## config.mk

```make
export PLATFORM = sky130hd
export DESIGN_NAME = pfdec_top
export DESIGN_NICKNAME = d
export VERILOG_FILES = /design/src/rtl/pfdec_pkg.sv /design/src/rtl/pfdec_top.sv
export SDC_FILE = /design/constraint.sdc
export NUM_CORES = 1
export LEC_CHECK = 0
export BUFFER_PORTS_ARGS = -buffer_cell sky130_fd_sc_hd__buf_2
export CORE_UTILIZATION = 60
export CTS_BUF_LIST = sky130_fd_sc_hd__clkbuf_4 sky130_fd_sc_hd__clkbuf_8
export DETAILED_ROUTE_END_ITERATION = 10
export GPL_ROUTABILITY_DRIVEN = 0
export PLACE_DENSITY = 0.93
export SETUP_SLACK_MARGIN = 0.3
export SLEW_MARGIN = 20
export SYNTH_ARGS = -nofsm -noshare
export SYNTH_HDL_FRONTEND = slang
export SYNTH_SLANG_ARGS = --single-unit
```

## constraint.sdc

```tcl
create_clock -name clk -period 2.7 [get_ports clk]
set_input_delay 0.27 -clock clk [delete_from_list [all_inputs] [get_ports clk]]
set_output_delay 0.27 -clock clk [all_outputs]
set_load 0.005 [all_outputs]
```

## src/rtl/pfdec_pkg.sv

```systemverilog
// Package: constants for the PWM fault, disable and enable control block
`default_nettype none
package pfdec_pkg;
	localparam int PFDEC_NPWM = 6;
	// Register indices on the plain register port
	localparam logic [2:0] PFDEC_REG_CTRL = 3'h0;
	localparam logic [2:0] PFDEC_REG_FCTL = 3'h1;
	localparam logic [2:0] PFDEC_REG_FSTAT = 3'h2;
	localparam logic [2:0] PFDEC_REG_FACK = 3'h3;
	localparam logic [2:0] PFDEC_REG_OUT = 3'h4;
	localparam logic [2:0] PFDEC_REG_MAP = 3'h5;
	localparam logic [2:0] PFDEC_REG_MOD = 3'h6;
	localparam logic [2:0] PFDEC_REG_DUTY = 3'h7;
	// Control register fields
	localparam int PFDEC_CTL_EN = 0;
	localparam int PFDEC_CTL_BUFFERED_LOAD_PERMIT = 1;
	localparam int PFDEC_CTL_RIE = 2;
	localparam int PFDEC_CTL_RFLAG = 3;
	localparam int PFDEC_CTL_CSENSE = 4;
	localparam int PFDEC_CTL_COMPL = 5;
	localparam int PFDEC_CTL_BANK_X_SOFT_DISABLE = 6;
	localparam int PFDEC_CTL_BANK_Y_SOFT_DISABLE = 7;
	// Fault control fields: mode and irq enable for input 1 and input 4
	localparam int PFDEC_FC_MODE1 = 0;
	localparam int PFDEC_FC_IE1 = 1;
	localparam int PFDEC_FC_MODE4 = 2;
	localparam int PFDEC_FC_IE4 = 3;
	// Fault status fields
	localparam int PFDEC_FS_LVL1 = 0;
	localparam int PFDEC_FS_FLAG1 = 1;
	localparam int PFDEC_FS_LVL4 = 2;
	localparam int PFDEC_FS_FLAG4 = 3;
	// Output register: bits 5:0 manual bits, bit 6 override
	localparam int PFDEC_OUT_OVR = 6;
	localparam logic [5:0] PFDEC_MAP_RESET = 6'h00;
	localparam logic [11:0] PFDEC_MOD_RESET = 12'h000;
	typedef enum logic [1:0] {PFDEC_F_ARM, PFDEC_F_IDLE, PFDEC_F_S1, PFDEC_F_HIGH} pfdec_filt_e;
endpackage : pfdec_pkg
`default_nettype wire

```

## src/rtl/pfdec_top.sv

```systemverilog
// Fault protection, bank disables and module enable control for a six-output PWM
`default_nettype none
module pfdec_top
	import pfdec_pkg::*;
#(
	parameter int CNT_W = 12
) (
	// Clock and reset
	input wire logic clk,
	input wire logic arst_n,
	// Register port
	input wire logic [2:0] reg_addr,
	input wire logic [15:0] reg_wdata,
	input wire logic reg_wr,
	input wire logic reg_rd,
	output logic [15:0] reg_rdata,
	// Fault pins and shared port direction
	input wire logic fault1_pin,
	input wire logic fault4_pin,
	input wire logic [1:0] fault_shared_port_dir,
	// Top-side generator inputs for the pins (per output)
	input wire logic [5:0] gen_pwm,
	// Outputs
	output logic [5:0] pwm_out,
	output logic [5:0] pwm_oe,
	output logic cycle_start,
	output logic use_odd_values,
	output logic fault1_irq,
	output logic fault4_irq,
	output logic reload_irq
);

	logic [7:0] ctrl_q, ctrl_d;
	logic [3:0] fctl_q;
	logic [6:0] outr_q;
	logic [5:0] map_q;
	logic [11:0] mod_q, mod_act_q;
	logic [11:0] duty_q, duty_act_q;
	logic [CNT_W-1:0] cnt_q;
	logic en_prev_q, first_q;
	logic [1:0] s1_q, s2_q;
	pfdec_filt_e filt_q [2];
	logic [1:0] lvl_q, flag_q, irq_q, dis_q;
	logic [1:0] dsoft_q;
	logic [5:0] pwm_out_q, pwm_oe_q;
	logic cs_q, odd_q, rirq_q;
	logic [15:0] rdata_q;

	// Decodes
	wire wr_ctrl = reg_wr && (reg_addr == PFDEC_REG_CTRL);
	wire wr_fctl = reg_wr && (reg_addr == PFDEC_REG_FCTL);
	wire wr_fack = reg_wr && (reg_addr == PFDEC_REG_FACK);
	wire wr_out = reg_wr && (reg_addr == PFDEC_REG_OUT);
	wire wr_map = reg_wr && (reg_addr == PFDEC_REG_MAP);
	wire wr_mod = reg_wr && (reg_addr == PFDEC_REG_MOD);
	wire wr_duty = reg_wr && (reg_addr == PFDEC_REG_DUTY);
	wire module_enable_bit = ctrl_q[PFDEC_CTL_EN];
	wire manual_output_override = outr_q[PFDEC_OUT_OVR];
	wire en_rise = module_enable_bit && !en_prev_q;
	wire [1:0] ack = wr_fack ? {reg_wdata[PFDEC_FS_FLAG4], reg_wdata[PFDEC_FS_FLAG1]} : 2'h0;
	wire [1:0] fault_reenable_select = {fctl_q[PFDEC_FC_MODE4], fctl_q[PFDEC_FC_MODE1]};
	wire [1:0] fault_irq_enable = {fctl_q[PFDEC_FC_IE4], fctl_q[PFDEC_FC_IE1]};
	wire [1:0] raw_pin = {fault4_pin, fault1_pin};
	// Output-configured port pins read as non-fault
	wire [1:0] filt_in = s2_q & ~fault_shared_port_dir;
	wire cnt_wrap = (cnt_q >= CNT_W'(mod_act_q)) || (mod_act_q == 12'h000);
	wire load_now = en_rise || (module_enable_bit && cnt_wrap);
	// Re-enable evaluation point
	wire eval_pt = manual_output_override ? 1'b1 : cs_q;

	// Filter rise and level
	logic [1:0] rise;
	always_comb begin
		for (int i = 0; i < 2; i++) begin
			rise[i] = (filt_q[i] == PFDEC_F_S1) && filt_in[i];
		end
	end

	// Bank disable mapping: low three bits bank X, high three bank Y; an all-ones map lets either bank disable all six
	function automatic logic [5:0] pfdec_mask(input logic [5:0] m, input logic bx, input logic by);
		pfdec_mask = ({3'h0, m[2:0]} & {6{bx}}) | ({m[5:3], 3'h0} & {6{by}});
		if (m == 6'h3f) begin
			pfdec_mask = {6{bx | by}};
		end
	endfunction : pfdec_mask

	// Clearing conditions per bank
	logic [1:0] clr_ok;
	always_comb begin
		for (int i = 0; i < 2; i++) begin
			clr_ok[i] = fault_reenable_select[i] ? !lvl_q[i] : !flag_q[i];
		end
		clr_ok[1] = clr_ok[1] && (fault_reenable_select[1] || !filt_in[1]);
	end

	wire [5:0] dis_mask = pfdec_mask(map_q, dis_q[0] | dsoft_q[0], dis_q[1] | dsoft_q[1]);
	wire [5:0] src = manual_output_override ? outr_q[5:0] : (module_enable_bit ? gen_pwm : 6'h00);
	wire [5:0] oe_d = (module_enable_bit || manual_output_override) ? 6'h3f : 6'h00;

	always_comb begin
		ctrl_d = ctrl_q;
		if (wr_ctrl) begin
			ctrl_d = reg_wdata[7:0];
			ctrl_d[PFDEC_CTL_RFLAG] = ctrl_q[PFDEC_CTL_RFLAG] & reg_wdata[PFDEC_CTL_RFLAG];
		end
		if (load_now) begin
			ctrl_d[PFDEC_CTL_RFLAG] = 1'b1;
			ctrl_d[PFDEC_CTL_BUFFERED_LOAD_PERMIT] = 1'b0;
		end
	end

	always_ff @(posedge clk or negedge arst_n) begin
		if (!arst_n) begin
			s1_q <= 2'h0;
			s2_q <= 2'h0;
		end else begin
			s1_q <= raw_pin;
			s2_q <= s1_q;
		end
	end

	// Fault filter, level, flag and interrupt latches
	always_ff @(posedge clk or negedge arst_n) begin
		if (!arst_n) begin
			filt_q[0] <= PFDEC_F_ARM;
			filt_q[1] <= PFDEC_F_ARM;
			lvl_q <= 2'h0;
			flag_q <= 2'h0;
			irq_q <= 2'h0;
		end else begin
			for (int i = 0; i < 2; i++) begin
				case (filt_q[i])
					PFDEC_F_ARM: filt_q[i] <= filt_in[i] ? PFDEC_F_ARM : PFDEC_F_IDLE;
					PFDEC_F_IDLE: filt_q[i] <= filt_in[i] ? PFDEC_F_S1 : PFDEC_F_IDLE;
					PFDEC_F_S1: filt_q[i] <= filt_in[i] ? PFDEC_F_HIGH : PFDEC_F_IDLE;
					PFDEC_F_HIGH: filt_q[i] <= filt_in[i] ? PFDEC_F_HIGH : PFDEC_F_ARM;
					default: filt_q[i] <= PFDEC_F_ARM;
				endcase
				if (rise[i]) begin
					lvl_q[i] <= 1'b1;
				end else if ((filt_q[i] == PFDEC_F_HIGH) && !filt_in[i]) begin
					lvl_q[i] <= 1'b0;
				end
				flag_q[i] <= rise[i] | (flag_q[i] & ~ack[i]);
				irq_q[i] <= (rise[i] & fault_irq_enable[i])
					| (irq_q[i] & ~ack[i] & fault_irq_enable[i]);
			end
		end
	end

	// Disable latches per bank
	always_ff @(posedge clk or negedge arst_n) begin
		if (!arst_n) begin
			dis_q <= 2'h0;
			dsoft_q <= 2'h0;
		end else begin
			for (int i = 0; i < 2; i++) begin
				if (rise[i]) begin
					dis_q[i] <= 1'b1;
				end else if (eval_pt && clr_ok[i]) begin
					dis_q[i] <= 1'b0;
				end
			end
			if (ctrl_q[PFDEC_CTL_BANK_X_SOFT_DISABLE]) begin
				dsoft_q[0] <= 1'b1;
			end else if (eval_pt) begin
				dsoft_q[0] <= 1'b0;
			end
			if (ctrl_q[PFDEC_CTL_BANK_Y_SOFT_DISABLE]) begin
				dsoft_q[1] <= 1'b1;
			end else if (eval_pt) begin
				dsoft_q[1] <= 1'b0;
			end
		end
	end

	// Registers, counter and reload
	always_ff @(posedge clk or negedge arst_n) begin
		if (!arst_n) begin
			ctrl_q <= 8'h00;
			fctl_q <= 4'h0;
			outr_q <= 7'h00;
			map_q <= PFDEC_MAP_RESET;
			mod_q <= PFDEC_MOD_RESET;
			mod_act_q <= PFDEC_MOD_RESET;
			duty_q <= 12'h000;
			duty_act_q <= 12'h000;
			cnt_q <= '0;
			en_prev_q <= 1'b0;
			first_q <= 1'b0;
			cs_q <= 1'b0;
			odd_q <= 1'b0;
			rirq_q <= 1'b0;
		end else begin
			ctrl_q <= ctrl_d;
			en_prev_q <= module_enable_bit;
			if (wr_fctl) begin
				fctl_q <= reg_wdata[3:0];
			end
			if (wr_out) begin
				outr_q <= reg_wdata[6:0];
			end
			if (wr_map) begin
				map_q <= reg_wdata[5:0];
			end
			if (wr_mod) begin
				mod_q <= reg_wdata[11:0];
			end
			if (wr_duty) begin
				duty_q <= reg_wdata[11:0];
			end
			if (load_now && ctrl_q[PFDEC_CTL_BUFFERED_LOAD_PERMIT]) begin
				mod_act_q <= mod_q;
				duty_act_q <= duty_q;
			end
			if (!module_enable_bit) begin
				cnt_q <= '0;
			end else if (load_now) begin
				cnt_q <= CNT_W'(1);
			end else begin
				cnt_q <= cnt_q + CNT_W'(1);
			end
			cs_q <= load_now;
			if (en_rise) begin
				first_q <= 1'b1;
			end else if (load_now || !module_enable_bit) begin
				first_q <= 1'b0;
			end
			odd_q <= (en_rise || (first_q && !load_now))
				&& ctrl_q[PFDEC_CTL_COMPL] && ctrl_q[PFDEC_CTL_CSENSE];
			rirq_q <= ctrl_d[PFDEC_CTL_RFLAG] && ctrl_d[PFDEC_CTL_RIE];
		end
	end

	// Output stage
	always_ff @(posedge clk or negedge arst_n) begin
		if (!arst_n) begin
			pwm_out_q <= 6'h00;
			pwm_oe_q <= 6'h00;
		end else begin
			pwm_out_q <= src & ~dis_mask;
			pwm_oe_q <= oe_d;
		end
	end

	// Read data
	always_ff @(posedge clk or negedge arst_n) begin
		if (!arst_n) begin
			rdata_q <= 16'h0000;
		end else if (reg_rd) begin
			case (reg_addr)
				PFDEC_REG_CTRL: rdata_q <= {8'h00, ctrl_q};
				PFDEC_REG_FCTL: rdata_q <= {12'h000, fctl_q};
				PFDEC_REG_FSTAT: rdata_q <= {12'h000, flag_q[1], lvl_q[1], flag_q[0], lvl_q[0]};
				PFDEC_REG_OUT: rdata_q <= {9'h000, outr_q};
				PFDEC_REG_MAP: rdata_q <= {10'h000, map_q};
				PFDEC_REG_MOD: rdata_q <= {4'h0, mod_q};
				PFDEC_REG_DUTY: rdata_q <= {4'h0, duty_q};
				default: rdata_q <= 16'h0000;
			endcase
		end else begin
			rdata_q <= 16'h0000;
		end
	end

	assign reg_rdata = rdata_q;
	assign pwm_out = pwm_out_q;
	assign pwm_oe = pwm_oe_q;
	assign cycle_start = cs_q;
	assign use_odd_values = odd_q;
	assign fault1_irq = irq_q[0];
	assign fault4_irq = irq_q[1];
	assign reload_irq = rirq_q;

	// dead-time lives downstream; this block only passes steady gating.

	a_flag_on_rise: assert property (@(posedge clk) disable iff (!arst_n)
		rise[0] |=> flag_q[0]) else $error("flag 1 not set after filtered rise");
	a_flag_hold: assert property (@(posedge clk) disable iff (!arst_n)
		(flag_q[1] && !ack[1]) |=> flag_q[1]) else $error("flag 4 cleared without acknowledge");
	a_filter_two: assert property (@(posedge clk) disable iff (!arst_n)
		$rose(lvl_q[0]) |-> $past(filt_in[0], 1) && $past(filt_in[0], 2)) else $error("level set without two samples");
	a_irq_needs_en: assert property (@(posedge clk) disable iff (!arst_n)
		!fault_irq_enable[0] |=> !irq_q[0]) else $error("irq latch kept with enable clear");
	a_irq_latch: assert property (@(posedge clk) disable iff (!arst_n)
		(rise[1] && fault_irq_enable[1]) |=> fault4_irq) else $error("irq not latched");
	a_fault_disables: assert property (@(posedge clk) disable iff (!arst_n)
		(rise[0] && map_q == 6'h3f) |=> ##1 (pwm_out == 6'h00)) else $error("outputs not forced off");
	a_soft_noflag: assert property (@(posedge clk) disable iff (!arst_n)
		(ctrl_q[PFDEC_CTL_BANK_X_SOFT_DISABLE] && !rise[0] && !flag_q[0]) |=> !flag_q[0]) else $error("soft disable set a flag");
	a_enable_reload: assert property (@(posedge clk) disable iff (!arst_n)
		en_rise |=> ctrl_q[PFDEC_CTL_RFLAG] && cycle_start) else $error("no reload on first enable");
	a_tristate: assert property (@(posedge clk) disable iff (!arst_n)
		(!module_enable_bit && !manual_output_override) |=> pwm_oe == 6'h00) else $error("pins driven while off");
	a_auto_hold: assert property (@(posedge clk) disable iff (!arst_n)
		(dis_q[0] && fault_reenable_select[0] && lvl_q[0]) |=> dis_q[0]) else $error("auto re-enable with fault high");
	a_flag4_on_rise: assert property (@(posedge clk) disable iff (!arst_n)
		rise[1] |=> flag_q[1])
		else $error("flag 4 not set after filtered rise");
	a_ack_clears: assert property (@(posedge clk) disable iff (!arst_n)
		(ack[0] && !rise[0]) |=> !flag_q[0])
		else $error("flag 1 kept after acknowledge");
	a_irq1_latch: assert property (@(posedge clk) disable iff (!arst_n)
		(rise[0] && fault_irq_enable[0]) |=> fault1_irq)
		else $error("irq 1 not latched");
	a_irq_ack_clear: assert property (@(posedge clk) disable iff (!arst_n)
		(ack[1] && !rise[1]) |=> !irq_q[1])
		else $error("irq 4 kept after acknowledge");
	a_irq4_needs_en: assert property (@(posedge clk) disable iff (!arst_n)
		!fault_irq_enable[1] |=> !irq_q[1])
		else $error("irq 4 latch kept with enable clear");
	a_port_masked: assert property (@(posedge clk) disable iff (!arst_n)
		fault_shared_port_dir[0] |=> !$rose(lvl_q[0]))
		else $error("fault seen on output-configured pin");
	a_filter_two4: assert property (@(posedge clk) disable iff (!arst_n)
		$rose(lvl_q[1]) |-> $past(filt_in[1], 1) && $past(filt_in[1], 2))
		else $error("level 4 set without two samples");
	a_level_drop: assert property (@(posedge clk) disable iff (!arst_n)
		(filt_q[0] == PFDEC_F_HIGH && !filt_in[0]) |=> !lvl_q[0])
		else $error("level 1 kept after low sample");
	a_manual_hold: assert property (@(posedge clk) disable iff (!arst_n)
		(dis_q[0] && !fault_reenable_select[0] && flag_q[0]) |=> dis_q[0])
		else $error("manual re-enable before acknowledge");
	a_manual4_low: assert property (@(posedge clk) disable iff (!arst_n)
		(dis_q[1] && !fault_reenable_select[1] && filt_in[1]) |=> dis_q[1])
		else $error("input 4 re-enabled with pin high");
	a_wait_cycle: assert property (@(posedge clk) disable iff (!arst_n)
		(dis_q[0] && !eval_pt) |=> dis_q[0])
		else $error("re-enable outside cycle start");
	a_override_eval: assert property (@(posedge clk) disable iff (!arst_n)
		(manual_output_override && dis_q[0] && clr_ok[0] && !rise[0]) |=> !dis_q[0])
		else $error("override re-enable not immediate");
	a_soft_force: assert property (@(posedge clk) disable iff (!arst_n)
		(ctrl_q[PFDEC_CTL_BANK_X_SOFT_DISABLE] && map_q == 6'h3f) |=> ##1 (pwm_out == 6'h00))
		else $error("soft disable did not force outputs");
	a_soft_hold: assert property (@(posedge clk) disable iff (!arst_n)
		(dsoft_q[1] && !eval_pt) |=> dsoft_q[1])
		else $error("soft disable released outside cycle start");
	a_enable_oe: assert property (@(posedge clk) disable iff (!arst_n)
		module_enable_bit |=> pwm_oe == 6'h3f)
		else $error("pins not driven while enabled");
	a_counter_stop: assert property (@(posedge clk) disable iff (!arst_n)
		!module_enable_bit |=> cnt_q == CNT_W'(0))
		else $error("counter runs while disabled");
	a_load_permit: assert property (@(posedge clk) disable iff (!arst_n)
		(load_now && !ctrl_q[PFDEC_CTL_BUFFERED_LOAD_PERMIT]) |=> $stable(mod_act_q) && $stable(duty_act_q))
		else $error("values loaded without permit");
	a_rflag_kept: assert property (@(posedge clk) disable iff (!arst_n)
		(!module_enable_bit && ctrl_q[PFDEC_CTL_RFLAG] && !wr_ctrl) |=> ctrl_q[PFDEC_CTL_RFLAG])
		else $error("reload flag lost while disabled");
	a_odd_first: assert property (@(posedge clk) disable iff (!arst_n)
		(en_rise && ctrl_q[PFDEC_CTL_COMPL] && ctrl_q[PFDEC_CTL_CSENSE]) |=> use_odd_values)
		else $error("odd values not selected on first cycle");
endmodule : pfdec_top
`default_nettype wire

```

==> out/metrics.yaml <==
synth:
  syn_area_sq_um: 5300
  synth_largest_area_cell: "dfrtp_1"
  synthCells: 457
  synth_top_area_share_pct: 54.3
  ys.flop_type: "dfrtp_1"
  yosysMostFrequentCell: "dfrtp_1"
  yosysSeqAreaShare_pct: 54.3
  yosys-top-cells-count: "115 x dfrtp_1, 53 x mux2_2, 36 x nand2_1, 36 x nor2_1, 19 x inv_1"
  synthTopCellsByArea: "dfrtp_1 54%, mux2_2 11%, ha_1 3.1%, mux2_4 2.8%, nand2_1 2.6%"
  yosysUniqueCellTypes: 47
  synth_area_per_cell_sq_um: 11.6
  synth_edf_count: 0
  async_flop_share_pct: 100
  ys_ff_latch: 115
  yosysWarnings: 0
finish:
  nFillCells: 522
  instances_no_fill: 638
  utilization_pct: 73.3
  n_antenna_cell: 0
  finalNetCount: 567
  areaGrowthSynthToFinish_pct: 16.0
  drive_gt1_share_pct: 31.3
timing:
  layout_setup_ws_ns: 0.298
  drv_slew: 0
  hold_violations: 0
  finClkSkew_ns: 0.00907
  slew-limit-headroom_pct: 41.4
  worstMarginPinSlew_ns: 0.878
  fmax_mhz: 416
  fin_hold_ws_ns: 0.0909
  setup_viol: 0
  min_period_over_period_pct: 89.0
  grt_setup_unrepaired: "yes"
  fin_crit_ns: 2.40
  fin_tns_setup_ns: 0
power:
  switchingPower_mw: 1.56
  powerDensity_nw_per_um2: 844
  vdd_drop_max_mv: 0.531
  p_sw_share_pct: 30.1
  p_comb_share_pct: 22.0
  internal_power_mw: 3.63
  seqPwrFrac_pct: 45.7
  clock_power_share_pct: 32.3
  p_leak_nw: 2.91
routing:
  viasPerCell: 6.12
  vias: 3907
  wl_per_cell_um: 20.1
  drtAntennaViolNets: 0
  drtIter0Drc: 374
  drc: 0
  drt_first_pass_iters: 5
  wl_mm: 12.8
min_path:
  hp-class: "in -> reg"
critical_path:
  worst_setup_path_end_kind: "flop"
  rrSetupSlack_ns: 0.30
  worstSetupPathType: "reg -> reg"
  startpoint_type: "flop"
  crit_path_max_fanout: 6
  required_ns: 3.01
  arrival_ns: 2.71
floorplanning:
  die_w_um: 95.9
  num_rows: 33
  ios: 66
  die_area_sq_um: 9200
  die_h_um: 95.9
  start_util_pct: 63.2
  core_sq_um: 8380
grt:
  grt_usage_pct: 30.2
  grt_overflow_total: 0
  grt_pass1_wl_mm: 20.0
  grt_max_degree: 72
  first_global_vias: 3893
  antenna_found_initial: 0
cts:
  clock_latency_ns: 0.43
  cts.sinks: 115
  cts.reportedPaths.clkPinSlew_ns: 0.07
  cts_tree: "yes"
  clockRootBuffer: "clkbuf_8"
  cts_buffer_depth: 2
  cts_buffers: 17
  cts_max_level: 4
place:
  place_ws_ns: 0.316
  dpl.hpwl_mm: 8.11
  portBuffers: 57
  dp_cells: 601
run:
  drv_cap: 0
outcome:
  outcome: "finished, final reports clean"
cells by family after synthesis:
group	count (synthesis)	share of synthesized area, %
and+or+nand+nor	136	12.3
DFF	115	54.3
muxes	75	16.4
AOI/OAI and AO/OA	63	8.29
buffers and inverters	44	3.92
adders and majority gates	13	3.07
xor gates and xnor gates	10	1.65
other	1	0.0708
layout make-up:
type	count	area [sq um]	area share, %
flip-flops and latches	115	2880	46.8
multi-input cells	302	2270	36.9
repair buffers	66	375	6.11
clock buffers	21	289	4.70
well taps	105	131	2.14
clock inverters	10	130	2.12
inverters	19	71.3	1.16
path summary, 6_finish.rpt:
kind,from,to,cells after the start
setup / recovery,mod_act_q[1],mod_act_q[2],7
hold / removal,reg_wdata[10],duty_q[10],2
setup reg to reg,mod_act_q[1],mod_act_q[2],7
hold reg to reg,s1_q[1],s2_q[1],0
max in group asynchronous,arst_n,pwm_out[1],3
min in group asynchronous,arst_n,reg_rdata[10],2
power by group through the flow:
| stage | Sequential [mW] | Clock [mW] | Combinational (mW) |
|---|---|---|---|
| final | 2.37 | 1.68 | 1.14 |
| after global routing | 2.41 | 1.76 | 1.24 |
| after CTS | 2.36 | 1.68 | 1.08 |
| after detailed placement | 2.37 | 0 | 1.02 |
| after global placement | 2.34 | 0 | 0.955 |
| after floorplan | 2.26 | 0 | 0.765 |
metrics by stage:
stage	instance area (sq um)	total power [mW]
final	6140	5.19
after global routing	6140	5.41
after CTS	6110	5.12
after detailed placement	5630	3.39
after global placement	5630	3.29
after floorplan	5310	3.02
critical path, cell delays in order (launching register included):
cell	delay [ns]
dfrtp_1	0.38
inv_1	0.13
ha_4	0.23
nor2b_1	0.15
o211a_1	0.23
o311a_4	0.40
o311a_4	0.44
mux2_4	0.33
sequential cells by signal (all words and copies together) (netlist names), 6 cells and up:
name and flops:
cnt_q 12, reg_rdata 12, mod_act_q 12, ctrl_q 8, duty_q 12, outr_q 7
map_q 6, mod_q 12, pwm_out 6
placed cells by master (no fill, tap or decap), types with 3 or more instances in the layout:
cell type / synthesis / routed
a21o_1: 3 / 3
nor2_1: 36 / 36
ha_1: 13 / 12
xnor2_1: 6 / 6
o21ai_0: 13 / 13
mux2_4: 10 / 10
o311a_4: 2 / 3
inv_1: 19 / 19
nor4_1: 3 / 3
buf_4: 9 / 6
nor2b_1: 16 / 16
dlygate4sd3_1: 0 / 3
nor3_1: 10 / 10
a21boi_0: 3 / 3
nand3_1: 10 / 10
a21oi_1: 16 / 15
clkinv_2: 0 / 5
mux2i_1: 12 / 12
clkbuf_8: 0 / 21
xor2_1: 4 / 4
conb_1: 1 / 4
a22o_1: 3 / 3
mux2_2: 53 / 53
and3_1: 4 / 4
and2_1: 6 / 6
nand4_1: 8 / 8
dfrtp_1: 115 / 115
bufinv_16: 0 / 3
a22oi_1: 7 / 7
nand2_1: 36 / 36
buf_2: 1 / 56
layer usage:
layer / vias to the layer above / share of wire, % / GRT usage [%]
li1: 1720 / - / -
met5: - / 0 / 0
met2: 225 / 51 / 50.5
met1: 1914 / 39 / 36.4
met4: 0 / 2.9 / 15.0
met3: 48 / 7.5 / 7.82
what timing repair did:
action	4_1_cts	5_1_grt
pin swaps	1	1
gates resized for setup	2	3
setup buffers	0	2
hold buffers	3	0
hold endpoints to repair	72	0
setup endpoints to repair	22	13
cloned	1	0
No activity file was read; power rests on OpenSTA's default activity.
